File: config.mk
export PLATFORM = sky130hd
export DESIGN_NAME = ifpb_top
export DESIGN_NICKNAME = d
export VERILOG_FILES = /design/src/common/ifpb_pkg.sv /design/src/rtl/ifpb_shift.sv /design/src/rtl/ifpb_top.sv
export SDC_FILE = /design/constraint.sdc
export NUM_CORES = 1
export LEC_CHECK = 0
export BUFFER_PORTS_ARGS = -buffer_cell sky130_fd_sc_hd__buf_2
export CORE_MARGIN = 2
export CORE_UTILIZATION = 40
export CTS_CLUSTER_DIAMETER = 150
export DETAILED_ROUTE_END_ITERATION = 7
export GPL_TIMING_DRIVEN = 1
export PLACE_DENSITY_LB_ADDON = 0.05
export SLEW_MARGIN = 20
export SYNTH_ARGS = -nofsm -noshare
export SYNTH_HDL_FRONTEND = slang
export SYNTH_HIERARCHICAL = 1
export SYNTH_SLANG_ARGS = --single-unit
File: constraint.sdc
create_clock -name clk_sys -period 2.6 [get_ports clk_sys]
set_clock_uncertainty 0.05 [all_clocks]
set_input_delay 0.26 -clock clk_sys [delete_from_list [all_inputs] [get_ports clk_sys]]
set_output_delay 0.26 -clock clk_sys [all_outputs]
set_load 0.005 [all_outputs]
File: src/common/ifpb_pkg.sv
// Package with the control word layout, reset values and serial port constants.
package ifpb_pkg;
	localparam int          WORD_W          = 32;
	localparam int          CNT_W           = 6;
	localparam logic [4:0]  SEL_CODE        = 5'h1C;
	localparam int          SEL_LSB         = 0;
	localparam int          SEL_MSB         = 4;
	localparam int          CAL_BIT         = 5;
	localparam int          BIAS_SEL_BIT    = 6;
	localparam int          BIAS_LSB        = 7;
	localparam int          GAIN_LSB        = 9;
	localparam int          VGA_LSB         = 12;
	localparam int          TX_OFF_LSB      = 17;
	localparam int          TEMP_ADC_BIT    = 21;
	localparam int          TEMP_SENS_BIT   = 22;
	localparam int          RX_LOOP_BIT     = 23;
	localparam int          XAMP_OFF_BIT    = 24;
	localparam int          RX_OFF_LSB      = 25;
	localparam int          RSV_BIT         = 31;
	localparam logic [31:0] WORD_RESET      = 32'h0060_991C;
	localparam logic [4:0]  TXCM_SEL_CODE   = 5'h1B;
	localparam int          TXCM_BIT        = 31;
	localparam logic        TXCM_RESET      = 1'b0;
	localparam int          CAL_CYCLES      = 64;
	localparam logic [6:0]  CAL_CYCLES_W    = 7'h40;
	localparam logic [5:0]  BIT_LAST        = 6'h1F;

	typedef struct packed {
		logic       temp_converter_cal_start;
		logic       xamp_bias_type_select;
		logic [1:0] xamp_bias_level;
		logic [2:0] xamp_gain_level;
		logic [4:0] rx_vga_bias_level;
		logic [3:0] tx_chain_off;
		logic       temp_converter_off;
		logic       temp_sensor_off;
		logic       rx_offset_loop_off;
		logic       xamp_off;
		logic [5:0] rx_chain_off;
	} ifpb_ctrl_s;

	typedef enum logic [2:0] {
		CAL_IDLE = 3'b001,
		CAL_RUN  = 3'b010,
		CAL_DONE = 3'b100
	} ifpb_cal_e;
endpackage : ifpb_pkg

File: src/rtl/ifpb_shift.sv
// Serial word receiver: synchronises the pins and assembles 32-bit words.
`timescale 1ns/1ns
`default_nettype none
module ifpb_shift
	import ifpb_pkg::*;
(
	input  wire logic              clk_sys,
	input  wire logic              rst,
	input  wire logic              spi_clk,
	input  wire logic              spi_data,
	input  wire logic              spi_le,
	output logic                   word_valid_q,
	output logic [WORD_W-1:0]      word_q
);
	logic [1:0]        clk_s_q, dat_s_q, le_s_q;
	logic              clk_p_q, le_p_q;
	logic [WORD_W-1:0] sh_q, sh_d;
	logic [CNT_W-1:0]  cnt_q, cnt_d;
	logic              valid_d;
	logic [WORD_W-1:0] word_d;
	logic              rise, le_rise;

	assign rise    = clk_s_q[1] & ~clk_p_q;
	assign le_rise = le_s_q[1] & ~le_p_q;

	always_comb begin
		sh_d    = sh_q;
		cnt_d   = cnt_q;
		valid_d = 1'b0;
		word_d  = word_q;
		// Bits arrive bit 0 first while the latch enable is low.
		if (rise && !le_s_q[1]) begin
			sh_d = {dat_s_q[1], sh_q[WORD_W-1:1]};
			// The count stops at 33 so that a longer frame never reads back as 32.
			if (cnt_q <= BIT_LAST + 6'h01)
				cnt_d = cnt_q + 6'h01;
		end
		if (le_rise) begin
			valid_d = (cnt_q == 6'h20);
			word_d  = sh_q;
			cnt_d   = 6'h00;
		end
	end

	always_ff @(posedge clk_sys or posedge rst) begin
		if (rst) begin
			clk_s_q      <= 2'h0;
			dat_s_q      <= 2'h0;
			// The latch enable idles high, so its history starts high to avoid a false edge.
			le_s_q       <= 2'h3;
			clk_p_q      <= 1'b0;
			le_p_q       <= 1'b1;
			sh_q         <= 32'h0000_0000;
			cnt_q        <= 6'h00;
			word_valid_q <= 1'b0;
			word_q       <= 32'h0000_0000;
		end else begin
			clk_s_q      <= {clk_s_q[0], spi_clk};
			dat_s_q      <= {dat_s_q[0], spi_data};
			le_s_q       <= {le_s_q[0], spi_le};
			clk_p_q      <= clk_s_q[1];
			le_p_q       <= le_s_q[1];
			sh_q         <= sh_d;
			cnt_q        <= cnt_d;
			word_valid_q <= valid_d;
			word_q       <= word_d;
		end
	end
endmodule : ifpb_shift
`default_nettype wire

File: src/rtl/ifpb_top.sv
// Power and bias control word of the IF transceiver behind the serial port.
//
// Behaviour
// - A one in the transmit common-mode select bit means internal common-mode generation.
// - Writing one to bit 5 starts temperature converter calibration, which powers on at 0.
// - Bit 6 picks temperature-proportional bias when one and constant bias when zero.
// - Bits 7 to 8 give the output amplifier bias level, powering on as bit 8 only.
// - Bits 9 to 11 give the output amplifier gain, powering on with only bit 11 set.
// - Bits 12 to 16 give the receive VGA bias, powering on with bits 12 and 15 set.
// - Bits 17 to 20 switch off modulator, attenuator, driver and output amplifier.
// - Bits 21 and 22 switch off the temperature converter and sensor, both off at power on.
// - Bits 23 and 24 switch off the receive offset loop and the output amplifier.
// - Bits 25 to 30 switch off LNA, three VGA stages, demodulator and baseband.
`timescale 1ns/1ns
`default_nettype none
module ifpb_top
	import ifpb_pkg::*;
(
	input  wire logic              clk_sys,
	input  wire logic              rst,
	input  wire logic              spi_clk,
	input  wire logic              spi_data,
	input  wire logic              spi_le,
	output ifpb_ctrl_s             ctrl_q,
	output logic                   cal_busy_q,
	output logic                   cal_pulse_q,
	output logic [WORD_W-1:0]      word_view_q,
	output logic                   tx_common_mode_select_q
);
	logic              wv;
	logic [WORD_W-1:0] w;
	logic [WORD_W-1:0] reg_q, reg_d;
	ifpb_ctrl_s        ctrl_d;
	ifpb_cal_e         cal_q, cal_d;
	logic [6:0]        cc_q, cc_d;
	logic              busy_d, pulse_d;
	logic              hit;
	logic              cm_hit;
	logic              cm_d;

	ifpb_shift u_shift (
		.clk_sys      (clk_sys),
		.rst          (rst),
		.spi_clk      (spi_clk),
		.spi_data     (spi_data),
		.spi_le       (spi_le),
		.word_valid_q (wv),
		.word_q       (w)
	);

	function automatic ifpb_ctrl_s decode(input logic [WORD_W-1:0] r);
		ifpb_ctrl_s c;
		c.temp_converter_cal_start = r[CAL_BIT];
		c.xamp_bias_type_select = r[BIAS_SEL_BIT];
		c.xamp_bias_level = r[BIAS_LSB +: 2];
		c.xamp_gain_level = r[GAIN_LSB +: 3];
		c.rx_vga_bias_level = r[VGA_LSB +: 5];
		c.tx_chain_off = r[TX_OFF_LSB +: 4];
		c.temp_converter_off = r[TEMP_ADC_BIT];
		c.temp_sensor_off = r[TEMP_SENS_BIT];
		c.rx_offset_loop_off = r[RX_LOOP_BIT];
		c.xamp_off = r[XAMP_OFF_BIT];
		c.rx_chain_off = r[RX_OFF_LSB +: 6];
		return c;
	endfunction : decode

	assign hit = wv && (w[SEL_MSB:SEL_LSB] == SEL_CODE);

	// common-mode select
	// The select sits in the neighbouring word; a one keeps the generator internal.
	assign cm_hit = wv && (w[SEL_MSB:SEL_LSB] == TXCM_SEL_CODE);

	always_comb begin
		cm_d = tx_common_mode_select_q;
		if (cm_hit)
			cm_d = w[TXCM_BIT];
	end

	always_ff @(posedge clk_sys or posedge rst) begin
		if (rst) begin
			tx_common_mode_select_q <= TXCM_RESET;
		end else begin
			tx_common_mode_select_q <= cm_d;
		end
	end

	always_comb begin
		reg_d   = reg_q;
		cal_d   = cal_q;
		cc_d    = cc_q;
		pulse_d = 1'b0;
		if (hit) begin
			reg_d = w;
			reg_d[RSV_BIT] = 1'b0;
		end
		// calibration start
		// A start that lands while calibrating is stored but does not restart the count.
		case (cal_q)
			CAL_IDLE: begin
				if (hit && w[CAL_BIT]) begin
					cal_d   = CAL_RUN;
					cc_d    = CAL_CYCLES_W;
					pulse_d = 1'b1;
				end
			end
			CAL_RUN: begin
				cc_d = cc_q - 7'h01;
				if (cc_q == 7'h01)
					cal_d = CAL_DONE;
			end
			CAL_DONE: begin
				// A new start in the closing cycle wins over the self-clear and runs again.
				if (hit && w[CAL_BIT]) begin
					cal_d   = CAL_RUN;
					cc_d    = CAL_CYCLES_W;
					pulse_d = 1'b1;
				end else begin
					reg_d[CAL_BIT] = 1'b0;
					cal_d          = CAL_IDLE;
				end
			end
			default: cal_d = CAL_IDLE;
		endcase
		busy_d = (cal_d == CAL_RUN);
		ctrl_d = decode(reg_d);
	end

	always_ff @(posedge clk_sys or posedge rst) begin
		if (rst) begin
			reg_q       <= WORD_RESET;
			ctrl_q      <= decode(WORD_RESET);
			cal_q       <= CAL_IDLE;
			cc_q        <= 7'h00;
			cal_busy_q  <= 1'b0;
			cal_pulse_q <= 1'b0;
			word_view_q <= WORD_RESET;
		end else begin
			reg_q       <= reg_d;
			ctrl_q      <= ctrl_d;
			cal_q       <= cal_d;
			cc_q        <= cc_d;
			cal_busy_q  <= busy_d;
			cal_pulse_q <= pulse_d;
			word_view_q <= reg_d;
		end
	end

	a_latch_match: assert property (@(posedge clk_sys) disable iff (rst)
		(wv && w[4:0] != SEL_CODE) |=> $stable(word_view_q[30:6]))
		else $error("foreign word latched");
	a_latch_take: assert property (@(posedge clk_sys) disable iff (rst)
		(wv && w[4:0] == SEL_CODE) |=> word_view_q[30:6] == $past(w[30:6]))
		else $error("word not taken");
	a_rsv_zero: assert property (@(posedge clk_sys) disable iff (rst)
		word_view_q[31] == 1'b0)
		else $error("reserved bit set");
	a_cal_start: assert property (@(posedge clk_sys) disable iff (rst)
		(hit && w[CAL_BIT] && cal_q != CAL_RUN) |=> cal_pulse_q ##1 cal_busy_q[*8])
		else $error("cal not started");
	a_cal_ends: assert property (@(posedge clk_sys) disable iff (rst)
		$rose(cal_busy_q) |-> ##[1:70] !cal_busy_q)
		else $error("cal never ends");
	a_cal_pulse: assert property (@(posedge clk_sys) disable iff (rst)
		cal_pulse_q |=> !cal_pulse_q)
		else $error("start pulse too long");
	a_cal_clear: assert property (@(posedge clk_sys) disable iff (rst)
		(cal_q == CAL_DONE && !(hit && w[CAL_BIT])) |=> !word_view_q[CAL_BIT])
		else $error("start bit not cleared");
	a_txoff_map: assert property (@(posedge clk_sys) disable iff (rst)
		ctrl_q.tx_chain_off == word_view_q[20:17])
		else $error("tx off mismatch");
	a_rxoff_map: assert property (@(posedge clk_sys) disable iff (rst)
		ctrl_q.rx_chain_off == word_view_q[30:25])
		else $error("rx off mismatch");
	a_temp_map: assert property (@(posedge clk_sys) disable iff (rst)
		{ctrl_q.temp_sensor_off, ctrl_q.temp_converter_off} == word_view_q[22:21])
		else $error("temp off mismatch");
	a_loop_map: assert property (@(posedge clk_sys) disable iff (rst)
		{ctrl_q.xamp_off, ctrl_q.rx_offset_loop_off} == word_view_q[24:23])
		else $error("loop off mismatch");
	a_bias_map: assert property (@(posedge clk_sys) disable iff (rst)
		{ctrl_q.rx_vga_bias_level, ctrl_q.xamp_gain_level, ctrl_q.xamp_bias_level,
		 ctrl_q.xamp_bias_type_select} == word_view_q[16:6])
		else $error("bias mismatch");
	a_level_map: assert property (@(posedge clk_sys) disable iff (rst)
		ctrl_q.xamp_bias_level == word_view_q[8:7])
		else $error("bias level mismatch");
	a_gain_map: assert property (@(posedge clk_sys) disable iff (rst)
		ctrl_q.xamp_gain_level == word_view_q[11:9])
		else $error("gain mismatch");
	a_vga_map: assert property (@(posedge clk_sys) disable iff (rst)
		ctrl_q.rx_vga_bias_level == word_view_q[16:12])
		else $error("vga bias mismatch");
	a_txcm_take: assert property (@(posedge clk_sys) disable iff (rst)
		cm_hit |=> tx_common_mode_select_q == $past(w[TXCM_BIT]))
		else $error("common-mode select not taken");
	a_txcm_hold: assert property (@(posedge clk_sys) disable iff (rst)
		!cm_hit |=> $stable(tx_common_mode_select_q))
		else $error("common-mode select changed");
	c_word_hit: cover property (@(posedge clk_sys) disable iff (rst) hit);
	c_cal_done: cover property (@(posedge clk_sys) disable iff (rst) cal_q == CAL_DONE);
	c_word_miss: cover property (@(posedge clk_sys) disable iff (rst) wv && !hit);
	c_txcm_hit: cover property (@(posedge clk_sys) disable iff (rst) cm_hit);
	c_txcm_set: cover property (@(posedge clk_sys) disable iff (rst) cm_hit && w[TXCM_BIT]);
endmodule : ifpb_top
`default_nettype wire
==> results_dict.tcl <==
set metrics [dict create \
    core_sq_um 12600 \
    max_freq_mhz 484 \
    clkLatencyLatePin_ns 0.41 \
    power_w 0.00483 \
    startpoint_type "flop" \
    pwr_density_cell_nw_per_um2 796 \
    place_hpwl_um 5200 \
    reg2reg_from "u_shift/word_q[0]" \
    drv_slew 0 \
    synth_cells 407 \
    fin_crit_ns 2.07 \
    antenna_cells 0 \
    ys_seq_area_frac 0.604 \
    final_util 0.483 \
    io_pins 66 \
    finalSetupTns_ns 0 \
    arrival_ns 2.30 \
    combPwrFrac 0.042 \
    grt_pass1_wl_um 14100 \
    tightest_slew_ns 1.01 \
    ys_top_cells_by_area "dfrtp_1, mux2_2, nand2_1" \
    wl_um 8380 \
    clock-sinks 123 \
    grt_max_degree 56 \
    relSlewSlack 0.327 \
    gp_congestion 0.748 \
    yosys.area.top_type_share 0.537 \
    cts.clk_slew.worst_paths_ns 0.05 \
    clock-root-buffer "clkbuf_16" \
    grt_overflow 0 \
    io_buffer_count 64 \
    cp.required_ns 2.84 \
    die_width_um 117 \
    rows 41 \
    die_area_sq_um 13700 \
    p_sw_w 0.000974 \
    final_area_sq_um 6070 \
    fin_crit_sh 0.794 \
    endpoint_kind "flop" \
    cts_buffers 17 \
    clkPwrFrac 0.520 \
    grt_pass1_vias 2900 \
    wire_per_inst_um 13.1 \
    placed_area_sq_um 5390 \
    fp.dieH_um 117 \
    start_util 0.408 \
    mostFrequentLayoutCell "dfrtp_1" \
    reg2reg_depth 3 \
    drt_iter0_drc 90 \
    rsz0062_at_grt "no" \
    yosys_most_used_dff "dfrtp_1" \
    syn-num-nets 416 \
    firstDrtPassIters 4 \
    h-tree-depth 4 \
    cts_setup_buffers 0 \
    seq_power_share 0.437 \
    whs_path_depth 0 \
    synth_edf_count 0 \
    synthArstFlopShare 1.00 \
    hp-start "u_shift/clk_s_q[0]" \
    drive_above_1_share 0.389 \
    dr_total_vias 2912 \
    yosysTopAreaCell "dfrtp_1" \
    via_per_inst 4.55 \
    drc 0 \
    cts_buffer_depth 2 \
    mostFrequentLayoutCells "dfrtp_1, nand2_1, buf_2, mux2_2, mux2_4" \
    p_leak_nw 3.27 \
    outcome "finished, final reports clean" \
    synth.distinct_cells 52 \
    hold_viol_final 0 \
    antenna_left 0 \
    setup.worst_path.start "u_shift/word_q[0]" \
    area.growth.synth_to_final_pct 18.4 \
    finalSetupViolCount 0 \
    crit_type "reg -> reg" \
    peakVddDrop_v 0.000395 \
    p_int_w 0.00386 \
    antenna_found_initial 0 \
    ys_ff_latch 123 \
    maxCapViolations 0 \
    groute.usage.overall 0.137 \
    cts_tree "yes" \
    syn_area_per_cell_sq_um 12.6 \
    synth_area_sq_um 5120 \
    fin_nets 465 \
    min_path_type "reg -> reg" \
    path_max_fanout 32 \
    swShare 0.202 \
    yosysWarnings 6 \
]
cell families (layout without fill, tap and decap cells):
| family | count (synthesis) | in the layout | share of synthesized area |
|---|---|---|---|
| and+or+nand+nor | 142 | 142 | 0.132 |
| DFF | 123 | 123 | 0.604 |
| muxes | 60 | 60 | 0.148 |
| buffers and inverters | 53 | 114 | 0.0706 |
| AOI/OAI and AO/OA | 21 | 21 | 0.0296 |
| adders and majority gates | 4 | 4 | 0.00977 |
| xor gates and xnor gates | 3 | 3 | 0.00513 |
| other | 1 | 1 | 0.000732 |
power groups by stage:
stage	logic, W	registers [W]	clock network, W
finish	0.000204	0.00211	0.00251
CTS	0.000212	0.00211	0.00258
global route	0.000237	0.00213	0.00267
floorplan	0.000165	0.00212	0
global placement	0.000203	0.00214	0
detailed placement	0.000206	0.00215	0
cell type report:
cell class	count	area [sq um]
multi-input cells	231	1670
fillers	1161	6500
flip-flops and latches	123	3090
clock buffers	25	505
inverters	10	38.8
repair buffers	73	410
well taps	172	215
clock inverters	6	133
cells in the mapped netlist (2+ instances only):
library cell / instances
nor2b_1: 2
nor2_1: 5
and3_1: 3
buf_6: 2
nand2b_1: 7
ha_1: 4
nor4_1: 2
dfrtp_1: 110
o31ai_1: 2
nor3b_1: 2
dfstp_2: 13
buf_12: 2
xnor2_1: 2
nand2_1: 99
a21oi_1: 3
clkbuf_1: 7
mux2_2: 35
mux2i_1: 2
nand3_1: 6
inv_1: 10
mux2_4: 23
a21o_1: 3
and2_1: 2
buf_4: 30
o21ai_0: 4
worst paths after layout:
path / slack, ns / end
hold reg to reg: 0.30 / u_shift/clk_s_q[1]
min in group asynchronous: 0.36 / u_shift/word_q[15]
setup reg to reg: 0.53 / ctrl_q[19]
hold / removal: 0.30 / u_shift/clk_s_q[1]
setup / recovery: 0.53 / ctrl_q[19]
max in group asynchronous: 1.33 / tx_common_mode_select_q
through the flow:
| step | hold slack (ns) | cells | worst slack [ns] |
|---|---|---|---|
| 4_1_cts | 0.298 | 640 | 0.497 |
| 3_5_place_dp | 0.259 | 605 | 0.504 |
| 6_report | 0.295 | 640 | 0.534 |
| 2_1_floorplan | 0.214 | 407 | 0.272 |
| 5_1_grt | 0.309 | 640 | 0.435 |
| 3_3_place_gp | 0.253 | 605 | 0.527 |
critical path, cell delays in order, from the launching register on:
cell and delay [ns]:
dfrtp_1 0.39, or3b_4 0.41, or2_2 0.66, mux2_4 0.43
routing by layer:
metal  global-route usage  vias up  wire length, um
li1                     -     1425                -
met5                    0        -                0
met3               0.0463       15              299
met1                0.177     1413             4130
met2                0.204       59             3760
met4               0.0729        0              193
sequential cells by signal (all words and copies together) (netlist names), 3 cells and up:
signal	cells
reg_q	16
u_shift/sh_q	32
cc_q	7
u_shift/cnt_q	6
cal_q	3
ctrl_q	15
u_shift/word_q	32
repair_timing:
item                                   in CTS  in global routing
gates resized for setup                     0                  0
hold buffers                                4                  0
setup endpoints to repair                   0                  0
endpoints found under the hold margin      27                  0
No activity file was read; power rests on OpenSTA's default activity.
